`config.mk`:
```
export PLATFORM = sky130hd
export DESIGN_NAME = nad_top
export DESIGN_NICKNAME = d
export VERILOG_FILES = /design/src/verilog/nad_pkg.sv /design/src/verilog/nad_timer.sv /design/src/verilog/nad_rx_class.sv /design/src/verilog/nad_top.sv
export SDC_FILE = /design/constraint.sdc
export NUM_CORES = 1
export LEC_CHECK = 0
export ABC_AREA = 1
export CAP_MARGIN = 20
export CORE_ASPECT_RATIO = 1.2
export CORE_MARGIN = 1
export CORE_UTILIZATION = 60
export CTS_CLUSTER_SIZE = 14
export DETAILED_ROUTE_END_ITERATION = 7
export DONT_BUFFER_PORTS = 1
export PLACE_DENSITY = 0.83
export SETUP_SLACK_MARGIN = 0.3
export SKIP_CTS_REPAIR_TIMING = 1
export SLEW_MARGIN = 25
export SYNTH_ARGS = -nofsm -noshare
export SYNTH_HDL_FRONTEND = slang
export SYNTH_SLANG_ARGS = --single-unit
```
`constraint.sdc`:
```
create_clock -name clk_sys_i -period 3.4 [get_ports clk_sys_i]
set_input_delay 0.17 -clock clk_sys_i [delete_from_list [all_inputs] [get_ports clk_sys_i]]
set_output_delay 0.17 -clock clk_sys_i [all_outputs]
set_load 0.03 [all_outputs]
```
`src/verilog/nad_pkg.sv`:
```
`default_nettype none
package nad_pkg;

  // clock and check timer
  localparam int unsigned CLK_HZ      = 40_000_000;
  localparam int unsigned CHK_TIME_MS = 1000;
  localparam int unsigned CHK_MIN_MS  = 900;
  localparam int unsigned CHK_MAX_MS  = 1500;
  localparam int unsigned CHK_CYC     = CHK_TIME_MS * (CLK_HZ / 1000);
  localparam int unsigned TMR_W       = 26;

  // identifier and first data byte layout of a check message
  localparam int unsigned ADDR_W    = 6;
  localparam int unsigned ID_W      = 11;
  localparam int unsigned ADDR_LSB  = 3;
  localparam int unsigned RR_BIT    = 7;
  localparam logic [1:0]  GRP2_TAG  = 2'h2;
  localparam logic [2:0]  CHK_MSGID = 3'h7;

  // reset values
  localparam logic [ID_W-1:0] ID_RST = 11'h000;

  typedef enum logic [1:0] {ST_SEND, ST_WAIT, ST_ONLINE, ST_FAULT} nad_state_t;

  function automatic logic [ID_W-1:0] nad_chk_id(input logic [ADDR_W-1:0] addr);
    return {GRP2_TAG, addr, CHK_MSGID};
  endfunction

  function automatic logic nad_is_chk(input logic [ID_W-1:0] id);
    return (id[ID_W-1 -: 2] == GRP2_TAG) && (id[2:0] == CHK_MSGID);
  endfunction

endpackage
`default_nettype wire

```
`src/verilog/nad_timer.sv`:
```
`timescale 1ns/100ps
`default_nettype none
module nad_timer
  import nad_pkg::*;
#(
  parameter logic [TMR_W-1:0] LOAD = TMR_W'(CHK_CYC)
)
(
  input  wire logic clk_sys_i,
  input  wire logic rst_i,
  input  wire logic start_i,
  input  wire logic stop_i,
  output logic      expire_o
);

  logic [TMR_W-1:0] cnt_q;
  logic             run_q;
  logic             exp_q;

  always_ff @(posedge clk_sys_i)
  begin
    if (rst_i)
    begin
      cnt_q <= '0;
      run_q <= 1'b0;
    end
    else if (start_i)
    begin
      cnt_q <= LOAD;
      run_q <= 1'b1;
    end
    else if (stop_i || (run_q && cnt_q <= TMR_W'(1)))
    begin
      run_q <= 1'b0;
    end
    else if (run_q)
    begin
      cnt_q <= cnt_q - TMR_W'(1);
    end
  end

  // a stop in the same cycle still suppresses the pulse
  always_ff @(posedge clk_sys_i)
  begin
    if (rst_i)
      exp_q <= 1'b0;
    else
      exp_q <= run_q && !start_i && !stop_i && (cnt_q <= TMR_W'(1));
  end

  assign expire_o = exp_q;

endmodule
`default_nettype wire

```
`src/verilog/nad_rx_class.sv`:
```
`timescale 1ns/100ps
`default_nettype none
module nad_rx_class
  import nad_pkg::*;
(
  input  wire logic              rx_valid_i,
  input  wire logic [ID_W-1:0]   rx_id_i,
  input  wire logic [7:0]        rx_data0_i,
  input  wire logic [ADDR_W-1:0] node_address_i,
  output logic                   chk_req_o,
  output logic                   chk_rsp_o,
  output logic                   other_o
);

  logic is_chk;
  logic own;

  always_comb
  begin
    is_chk    = nad_is_chk(rx_id_i);
    own       = (rx_id_i[ADDR_LSB +: ADDR_W] == node_address_i);
    chk_req_o = rx_valid_i && is_chk && own && !rx_data0_i[RR_BIT];
    chk_rsp_o = rx_valid_i && is_chk && own && rx_data0_i[RR_BIT];
    // check traffic for other nodes is neither ours nor an ordinary message
    other_o   = rx_valid_i && !is_chk;
  end

endmodule
`default_nettype wire

```
`src/verilog/nad_top.sv`:
```
`timescale 1ns/100ps
`default_nettype none
// How it works
// after reset enter sending state and request a check request with own address
// sent check request starts about one second timer, then waiting state
// first timer expiry in waiting resends the request, back to sending
// second consecutive expiry in waiting moves to on-line
// bus-off while sending or waiting holds transceiver in reset, fault state
// bus-off on-line with hold action holds transceiver in reset, fault state
// bus-off on-line with auto action first resets the controller only, the transceiver is not reset
// after that auto reset request a new check request, back to sending
// on-line, a check request for our address is answered with a response
// duplicate found on request in sending/waiting or response in sending/waiting/on-line
// ordinary messages pass only on-line; fault state discards check traffic too
// internal transmit passes only on-line, otherwise internal error pulse
// error warning and error passive never affect the state machine
// a lone node reaching error passive stays in its current state
// check messages use group-2 form, address middle, type bits all one
// outside the fault state, a check message carrying our own address is accepted and processed
module nad_top
  import nad_pkg::*;
#(
  parameter int unsigned CHECK_CYCLES = CHK_CYC
)
(
  input  wire logic              clk_sys_i,
  input  wire logic              rst_i,
  input  wire logic [ADDR_W-1:0] node_address_i,
  input  wire logic              bus_off_action_attr_i,
  input  wire logic              bus_off_i,
  input  wire logic              tx_done_i,
  input  wire logic              rx_valid_i,
  input  wire logic [ID_W-1:0]   rx_id_i,
  input  wire logic [7:0]        rx_data0_i,
  input  wire logic              int_tx_req_i,
  output logic                   chk_tx_req_o,
  output logic                   chk_tx_rsp_o,
  output logic [ID_W-1:0]        chk_tx_id_o,
  output logic                   xcvr_reset_o,
  output logic                   ctrl_reset_o,
  output logic                   dup_detect_o,
  output logic                   rx_accept_o,
  output logic                   int_tx_go_o,
  output logic                   int_err_o,
  output logic [1:0]             state_o
);

  nad_state_t      state_q;
  logic            boff_prev_q;
  logic            tmo_seen_q;
  logic            pend_q;
  logic            req_q;
  logic            rsp_q;
  logic [ID_W-1:0] id_q;
  logic            xcvr_q;
  logic            ctrl_q;
  logic            dup_q;
  logic            acc_q;
  logic            go_q;
  logic            err_q;

  logic rx_req;
  logic rx_rsp;
  logic rx_other;
  logic tmr_exp;
  logic boff_ev;
  logic in_pre;
  logic in_on;
  logic ev_dup;
  logic ev_boff_hold;
  logic ev_auto;
  logic ev_sent;
  logic ev_retry;
  logic ev_online;
  logic ev_resp;

  nad_rx_class u_class (
    .rx_valid_i     (rx_valid_i),
    .rx_id_i        (rx_id_i),
    .rx_data0_i     (rx_data0_i),
    .node_address_i (node_address_i),
    .chk_req_o      (rx_req),
    .chk_rsp_o      (rx_rsp),
    .other_o        (rx_other)
  );

  nad_timer #(
    .LOAD (TMR_W'(CHECK_CYCLES))
  ) u_timer (
    .clk_sys_i (clk_sys_i),
    .rst_i     (rst_i),
    .start_i   (ev_sent),
    .stop_i    (state_q != ST_WAIT && !ev_sent),
    .expire_o  (tmr_exp)
  );

  // only the rising edge of bus-off is an event; the level stays while
  // the controller is off the bus and must not retrigger the auto reset.
  // warning and passive indications are deliberately not inputs at all
  always_ff @(posedge clk_sys_i)
  begin
    if (rst_i)
      boff_prev_q <= 1'b0;
    else
      boff_prev_q <= bus_off_i;
  end

  always_comb
  begin
    boff_ev      = bus_off_i && !boff_prev_q;
    in_pre       = (state_q == ST_SEND) || (state_q == ST_WAIT);
    in_on        = (state_q == ST_ONLINE);
    ev_boff_hold = boff_ev && (in_pre || (in_on && !bus_off_action_attr_i));
    ev_auto      = boff_ev && in_on && bus_off_action_attr_i;
    ev_dup       = !boff_ev && ((in_pre && (rx_req || rx_rsp)) || (in_on && rx_rsp));
    ev_sent      = (state_q == ST_SEND) && tx_done_i && !boff_ev && !ev_dup;
    ev_retry     = (state_q == ST_WAIT) && tmr_exp && !tmo_seen_q && !boff_ev && !ev_dup;
    ev_online    = (state_q == ST_WAIT) && tmr_exp && tmo_seen_q && !boff_ev && !ev_dup;
    ev_resp      = in_on && rx_req && !boff_ev;
  end

  // bus-off ranks above duplicate detection, which ranks above the timer
  always_ff @(posedge clk_sys_i)
  begin
    if (rst_i)
      state_q <= ST_SEND;
    else
    begin
      case (state_q)
        ST_SEND:
        begin
          if (ev_boff_hold || ev_dup)
            state_q <= ST_FAULT;
          else if (ev_sent)
            state_q <= ST_WAIT;
        end
        ST_WAIT:
        begin
          if (ev_boff_hold || ev_dup)
            state_q <= ST_FAULT;
          else if (ev_retry)
            state_q <= ST_SEND;
          else if (ev_online)
            state_q <= ST_ONLINE;
        end
        ST_ONLINE:
        begin
          if (ev_boff_hold || ev_dup)
            state_q <= ST_FAULT;
          else if (ev_auto)
            state_q <= ST_SEND;
        end
        default:
          state_q <= ST_FAULT;
      endcase
    end
  end

  // consecutive expiries: a fresh sequence after auto reset starts over
  always_ff @(posedge clk_sys_i)
  begin
    if (rst_i)
      tmo_seen_q <= 1'b0;
    else if (ev_retry)
      tmo_seen_q <= 1'b1;
    else if (ev_online || ev_auto)
      tmo_seen_q <= 1'b0;
  end

  // request after reset or auto reset waits one cycle behind the reset pulse
  always_ff @(posedge clk_sys_i)
  begin
    if (rst_i)
      pend_q <= 1'b1;
    else
      pend_q <= ev_auto;
  end

  always_ff @(posedge clk_sys_i)
  begin
    if (rst_i)
    begin
      req_q <= 1'b0;
      rsp_q <= 1'b0;
      id_q  <= ID_RST;
    end
    else
    begin
      req_q <= pend_q || ev_retry || ev_resp;
      rsp_q <= ev_resp && !pend_q && !ev_retry;
      id_q  <= nad_chk_id(node_address_i);
    end
  end

  // transceiver hold only leaves via a full reset of the node
  always_ff @(posedge clk_sys_i)
  begin
    if (rst_i)
      xcvr_q <= 1'b0;
    else if (ev_boff_hold)
      xcvr_q <= 1'b1;
  end

  always_ff @(posedge clk_sys_i)
  begin
    if (rst_i)
      ctrl_q <= 1'b0;
    else
      ctrl_q <= ev_auto;
  end

  always_ff @(posedge clk_sys_i)
  begin
    if (rst_i)
      dup_q <= 1'b0;
    else if (ev_dup)
      dup_q <= 1'b1;
  end

  always_ff @(posedge clk_sys_i)
  begin
    if (rst_i)
    begin
      acc_q <= 1'b0;
      go_q  <= 1'b0;
      err_q <= 1'b0;
    end
    else
    begin
      acc_q <= in_on && rx_other;
      go_q  <= in_on && int_tx_req_i;
      err_q <= !in_on && int_tx_req_i;
    end
  end

  assign chk_tx_req_o = req_q;
  assign chk_tx_rsp_o = rsp_q;
  assign chk_tx_id_o  = id_q;
  assign xcvr_reset_o = xcvr_q;
  assign ctrl_reset_o = ctrl_q;
  assign dup_detect_o = dup_q;
  assign rx_accept_o  = acc_q;
  assign int_tx_go_o  = go_q;
  assign int_err_o    = err_q;
  assign state_o      = state_q;
endmodule
`default_nettype wire

```
== Word level (Yosys, flattened, before mapping) ==
Cells that the tools add are included.
Word-level totals
  flip-flop bits (word level): 52
  input bits: 32
  output and inout bits: 21
Cells by class
  add/sub/neg operators: 1
  $lt $le $gt $ge: 1
  equality and inequality tests: 10
  muxes and demuxes: 16
  bitwise logic cells: 1
  reductions and logical operators: 65
Operator list (count)
  two-way mux 26 bit: 3
  logical AND 1 bit: 36
  <= comparator 26 x 1 -> 1 bit (second input constant): 1
  subtractor 26 x 1 -> 26 bit (second input constant): 1
  two-way mux 2 bit: 7
  logical NOT 1 bit: 12
  two-way mux 11 bit: 1
  logical OR 1 bit: 9
  equality test 6 bit: 1
  inequality test 3 x 1 -> 1 bit (second input constant): 2
  one-hot mux 2 bit (3 select lines): 1
  nonzero test 2 bit: 3
  equality test 2 bit (second input constant): 2
  two-way mux 1 bit: 4
  inequality test 2 x 1 -> 1 bit (second input constant): 2
  inequality test 4 x 3 -> 1 bit (second input constant): 1
  AND reduction 2 bit: 2
  equality test 3 bit (second input constant): 1
  AND reduction 3 bit: 1
  equality test 2 x 1 -> 1 bit (second input constant): 1
  logical NOT 2 bit: 1
  OR reduction 2 bit: 1
  NOT 1 bit: 1

== Depth between registers and ports, before layout ==
  depth in word-level cells: 16
  gate-level depth with buffers: 13
  mapped depth without buffers: 13

== Cells and area by module ==
From an unflattened synthesis, not the netlist that was laid out.
Unflattened totals
  cells, all modules: 458
  area total of the unflattened synthesis: 2952.8 um^2
By module, submodules not included
  nad_timer: instances 1, cells each 317, area each 1946.9 um^2, sequential area each 560.5 um^2
  nad_top: instances 1, cells each 108, area each 865.8 um^2, sequential area each 400.4 um^2
  nad_rx_class: instances 1, cells each 33, area each 140.1 um^2, sequential area each 0.0 um^2

== Worst setup path before layout ==
No wires, ideal clock.
  kind: reg2reg
  start point: register u_timer.cnt_q[0]
  end point: register u_timer.cnt_q[1]
  setup time: 0.113 ns
  arrival time: 1.636 ns
  data required time: 3.287 ns
  setup slack: 1.651 ns
  cell stages (with the launch flop): 13
  path through: dfxtp_1 -> inv_1 -> ha_1 -> inv_1 -> a21oi_2 -> nand3_1 -> o21ai_4 -> inv_4 -> nand2_8 -> inv_6 -> buf_6 -> nor2_1 -> nor2_1
On the way
  cells in the longest elaborated chain, start to end: 5
  elaborated cells between the ends (all ways): 6
  classes of those cells: add/sub: 1; order compare: 1; bitwise: 1; reduce/logical: 3
Ends and longest elaborated chain
  from (decl): RTL line nad_timer.sv:16  | logic [TMR_W-1:0] cnt_q;
  from (signal assigned): RTL line nad_timer.sv:38  | cnt_q <= cnt_q - TMR_W'(1);
  <= comparator 26 x 1 -> 1 bit: RTL line nad_timer.sv:32  | else if (stop_i || (run_q && cnt_q <= TMR_W'(1)))
  logical AND 1 bit: RTL line nad_timer.sv:32
  logical OR 1 bit: RTL line nad_timer.sv:32
  NOT 1 bit (no source line)
  AND reduction 2 bit (no source line)
Parallel ways exist; a longest one is shown, timed or not.
A chain may end at the register's enable or synchronous reset.

== Worst setup path in the final report ==
  start point: register state_q[0], in the netlist state_o[0]
  end point: register u_timer.cnt_q[13]
On the way
  cells in the longest elaborated chain, start to end: 12
  elaborated cells between the ends (all ways): 19
  classes of those cells: eq/ne: 3; bitwise: 1; reduce/logical: 15
Ends and longest elaborated chain
  from (decl): RTL line nad_top.sv:48  | nad_state_t state_q;
  from (signal assigned): RTL line nad_top.sv:126  | state_q <= ST_SEND;
  from (signal assigned): RTL line nad_top.sv:133  | state_q <= ST_FAULT;
  from (signal assigned): RTL line nad_top.sv:135  | state_q <= ST_WAIT;
  equality test 2 x 1 -> 1 bit or logical NOT 2 bit (tied branches): RTL line nad_top.sv:111, nad_top.sv:116
  logical OR 1 bit: RTL line nad_top.sv:111  | in_pre = (state_q == ST_SEND) || (state_q == ST_WAIT);
  logical AND 1 bit: RTL line nad_top.sv:115  | ev_dup = !boff_ev && ((in_pre && (rx_req || rx_rsp)) || (in_on && rx_rsp));
  logical OR 1 bit: RTL line nad_top.sv:115
  logical AND 1 bit: RTL line nad_top.sv:115
  logical NOT 1 bit: RTL line nad_top.sv:116  | ev_sent = (state_q == ST_SEND) && tx_done_i && !boff_ev && !ev_dup;
  logical AND 1 bit: RTL line nad_top.sv:116
  logical NOT 1 bit: RTL line nad_top.sv:93  | .stop_i (state_q != ST_WAIT && !ev_sent),
  logical AND 1 bit: RTL line nad_top.sv:93
  logical OR 1 bit: RTL line nad_timer.sv:32
  NOT 1 bit (no source line)
  AND reduction 2 bit (no source line)
Parallel ways exist; a longest one is shown, timed or not.

==> run summary <==
======================================================================================
Run status                                                                finished clean
Number of buffers created by CTS                                                     5
Flip-flop count of the largest register, all copies and words added                 26
Cell accounting for the most synthesized area                             sky130_fd_sc_hd__dfxtp_1
Hold Fails Final Rpt                                                                 0
Fraction of registers with async set/reset                                           0
Highest fanout seen on the critical path                                            19
Total Power Consumption                                                     0.001984 W
Top cell type's share of synthesized area                                       0.3346
Reg-to-Reg End                                                            u_timer.cnt_q[13]
Hold path startpoint                                                      node_address_i[5]
Crit-path leading delay family                                            simple AND/OR/NAND/NOR gates
Biggest area contributors in the synthesized netlist                      sky130_fd_sc_hd__dfxtp_1 (33%), sky130_fd_sc_hd__nand2_1 (15%), sky130_fd_sc_hd__nor2_1 (9.2%), sky130_fd_sc_hd__inv_1 (6.5%), sky130_fd_sc_hd__nand3_1 (6.4%)
EDFF count, synth                                                                    0
Simple-gate portion of the synthesized area                                     0.4009
Area of the die                                                           0.005067 sq mm
Core region area                                                          0.004594 sq mm
Critical path data arrival time                                                2270 ps
Compound-gate portion of the synthesized area                                  0.09020
Mean routed wirelength per cell                                               12.71 um
Chip width                                                                    65.15 um
Mean instance size in the synthesized netlist                              6.632 sq um
Wire length of the first global-routing pass                                  10.11 mm
Synth Flop Type                                                           sky130_fd_sc_hd__dfxtp_1
Slew at the pin closest to its max-slew limit                                 605.2 ps
Number of distinct standard cells referenced by the synthesized netlist             35
Final number of max-transition violations                                            0
Remaining DRCs                                                                       0
Detailed Routing Iterations Pass 1                                                   4
Register with the most flip-flops                                         u_timer.cnt_q
Power density over the cells                                              650.3 mW/mm^2
Max IR drop VDD                                                            0.0003679 V
Site row count                                                                      27
Slew HR                                                                         0.5975
Clock latency on the worst-skew pair                                            300 ps
Crit Path Class                                                           flip-flop to flip-flop
Hold Path Stages                                                                     2
Floorplan die height                                                          77.78 um
Final worst clock skew                                                        6.432 ps
Xor/xnor share of the synthesized area                                         0.06405
Synthesized instance count                                                         433
Total setup violations reported at the end of the flow                               0
Initial Util                                                                    0.6250
Diodes inserted                                                                      0
Fmax                                                                        0.4888 GHz
Total number of nets in the final design                                           472
End point of the worst hold path                                          chk_tx_id_o[8]
Post-Syn Area                                                             0.002872 sq mm
Antenna Nets Post-Route                                                              0
Placer Congestion                                                               0.8865
Worst min path class                                                      input pin to flip-flop
Final setup TNS                                                                   0 ps
Sequential share of the synthesized area                                        0.3346
Buffers and inverters on the worst path                                              1
CTS tree                                                                          done
Number of max-cap violations                                                         0
Via count normalized by instance count                                           5.282
Final wirelength                                                              6.316 mm
Maximum number of pins on one net before global-route repair                        20
CP max stage delay                                                              700 ps
Synthesized flop and latch total                                                    48
Largest buffer count on any clock path                                               2
Unrepaired setup endpoints after global routing                                     no
Worst path setup slack after routing                                           1354 ps
Vias in the first global route                                                    2430
Ordered list of cells on the worst path                                   o21ai_2, nand4_2, nand3_4, nand2_4, nand2_8, inv_6, nand2_1, a21oi_1
Tcrit/Tclk final                                                                0.6017
Slowest cell on the critical path                                         sky130_fd_sc_hd__dfxtp_1
Remaining global-route overflow                                                      0
Min Clock Period, post-route                                                   2046 ps
Number of nets produced by synthesis                                               467
GRT Overall Usage                                                               0.2537
Fraction of final layout cells with drive strength greater than 1              0.09567
Post-placement setup slack                                                     1360 ps
Post-DP HPWL                                                                  4.560 mm
Adder and majority gate portion of the synthesized area                       0.008715
Number of input and output port buffers inserted                                     0
Multiplexer share of the synthesized area                                            0
Critical Path Sink Type                                                      flip-flop
Leak pwr                                                                      1.470 nW
Top Ports                                                                           53
Number of synthesis warnings                                                         0
CP startpoint kind                                                           flip-flop
Final standard cell utilization of the core                                     0.6642
Data required time of the worst path                                           3620 ps
Dominant combinational cell family by area after synthesis                simple AND/OR/NAND/NOR gates
Register-to-Register Path Depth                                                      8
Sinks on Clock Net                                                                  48
Crit Reg-Reg Startpoint                                                     state_o[0]
Register-to-Register Setup Slack                                               1350 ps
Clock tree root driver cell                                               sky130_fd_sc_hd__clkbuf_8
Initial DRC count                                                                   87
Antenna violations before repair                                                     0
Layout overhead on the synthesized area                                         6.275%
H-Tree Level Count                                                                   2
Clock slew at the register clock pins of the worst setup and hold paths          90 ps
Overall via count from detail_route                                               2625
======================================================================================
[how the worst max path moves through the flow]
| stage | from | to | slack, ps | depth (start not counted) |
|---|---|---|---|---|
| floorplan | u_timer.cnt_q[0] | u_timer.cnt_q[1] | 1650 | 12 |
| global placement | state_o[0] | u_timer.cnt_q[1] | 1370 | 9 |
| detailed placement | state_o[0] | u_timer.cnt_q[1] | 1360 | 7 |
| CTS | state_o[0] | u_timer.cnt_q[3] | 1350 | 8 |
| global route | state_o[0] | u_timer.cnt_q[24] | 1200 | 8 |
| finish | state_o[0] | u_timer.cnt_q[13] | 1350 | 8 |
[where the power goes]
group / total [W] / internal, W / switching (W)
sequential: 0.000742 / 0.000621 / 0.000121
clock: 0.000347 / 0.000146 / 0.000200
combinational: 0.000896 / 0.000333 / 0.000562
total: 0.00198 / 0.00110 / 0.000884
[through the flow]
step / area (sq um) / std cells / hold WS [ps]
final: 3052 / 497 / 40.35
after floorplan: 2872 / 433 / 294.9
after global routing: 3052 / 497 / 55.82
after global placement: 2870 / 480 / 242.4
after detailed placement: 2872 / 480 / 242.8
after CTS: 2962 / 488 / -84.02
[cells by family after synthesis]
logic type / count (synthesis)
buffers and inverters: 66
XOR/XNOR: 21
AND/OR/NAND/NOR: 259
AO/OA/AOI/OAI: 36
other: 1
flip-flops: 48
adder cells (fa/ha/maj): 2
[worst register-to-register path, stage by stage, from the launching register on]
cell and delay (ps):
sky130_fd_sc_hd__dfxtp_1 700, sky130_fd_sc_hd__o21ai_2 150, sky130_fd_sc_hd__nand4_2 200, sky130_fd_sc_hd__nand3_4 230, sky130_fd_sc_hd__nand2_4 210, sky130_fd_sc_hd__nand2_8 130
sky130_fd_sc_hd__inv_6 160, sky130_fd_sc_hd__nand2_1 70, sky130_fd_sc_hd__a21oi_1 120
[cell usage in the layout (no fill, tap or decap), types with 2 or more instances in the layout]
| cell type | netlist | final |
|---|---|---|
| sky130_fd_sc_hd__inv_2 | 3 | 3 |
| sky130_fd_sc_hd__a21oi_2 | 11 | 11 |
| sky130_fd_sc_hd__inv_1 | 50 | 50 |
| sky130_fd_sc_hd__dlygate4sd3_1 | 0 | 9 |
| sky130_fd_sc_hd__o211ai_1 | 8 | 8 |
| sky130_fd_sc_hd__xnor2_1 | 10 | 10 |
| sky130_fd_sc_hd__clkbuf_8 | 0 | 5 |
| sky130_fd_sc_hd__nand3_1 | 37 | 37 |
| sky130_fd_sc_hd__dfxtp_1 | 48 | 47 |
| sky130_fd_sc_hd__nand2_1 | 115 | 115 |
| sky130_fd_sc_hd__ha_1 | 2 | 2 |
| sky130_fd_sc_hd__a21oi_1 | 13 | 13 |
| sky130_fd_sc_hd__nand4_1 | 12 | 12 |
| sky130_fd_sc_hd__nor4_1 | 2 | 2 |
| sky130_fd_sc_hd__xor2_1 | 11 | 11 |
| sky130_fd_sc_hd__inv_6 | 1 | 2 |
| sky130_fd_sc_hd__nor2_1 | 70 | 70 |
| sky130_fd_sc_hd__nor3_1 | 7 | 7 |
| sky130_fd_sc_hd__nor2_2 | 6 | 6 |
| sky130_fd_sc_hd__nand2_2 | 3 | 3 |
[area by class of cell]
class                      count  area [sq um]
tap                           58         72.57
clock buffer                   5         68.82
clock inverter                 3         21.27
inverter                      55         214.0
multi-input combinational    319          1623
fill                         430          1543
sequential                    48         962.2
timing repair buffer           9         90.09
[metal layers]
metal | global-route usage | vias to the layer above | wire, um | share of wire
li1 | - | 1377 | - | -
met1 | 0.2683 | 1176 | 2625 | 0.42
met2 | 0.4719 | 57 | 3334 | 0.53
met3 | 0.05147 | 15 | 185 | 0.029
met4 | 0.1109 | 0 | 170 | 0.027
met5 | 0 | - | 0 | 0
[cell usage after synthesis (3+ instances only)]
library cell               count
sky130_fd_sc_hd__a21oi_2      11
sky130_fd_sc_hd__inv_1        50
sky130_fd_sc_hd__dfxtp_1      48
sky130_fd_sc_hd__buf_4         4
sky130_fd_sc_hd__o211ai_1      8
sky130_fd_sc_hd__inv_2         3
sky130_fd_sc_hd__nor2_2        6
sky130_fd_sc_hd__nand2_2       3
sky130_fd_sc_hd__a21oi_1      13
sky130_fd_sc_hd__nand2_1     115
sky130_fd_sc_hd__nor3_1        7
sky130_fd_sc_hd__nand4_1      12
sky130_fd_sc_hd__xnor2_1      10
sky130_fd_sc_hd__nand3_1      37
sky130_fd_sc_hd__clkbuf_1      3
sky130_fd_sc_hd__xor2_1       11
sky130_fd_sc_hd__nor2_1       70
Power figures use the tool's default switching activity.
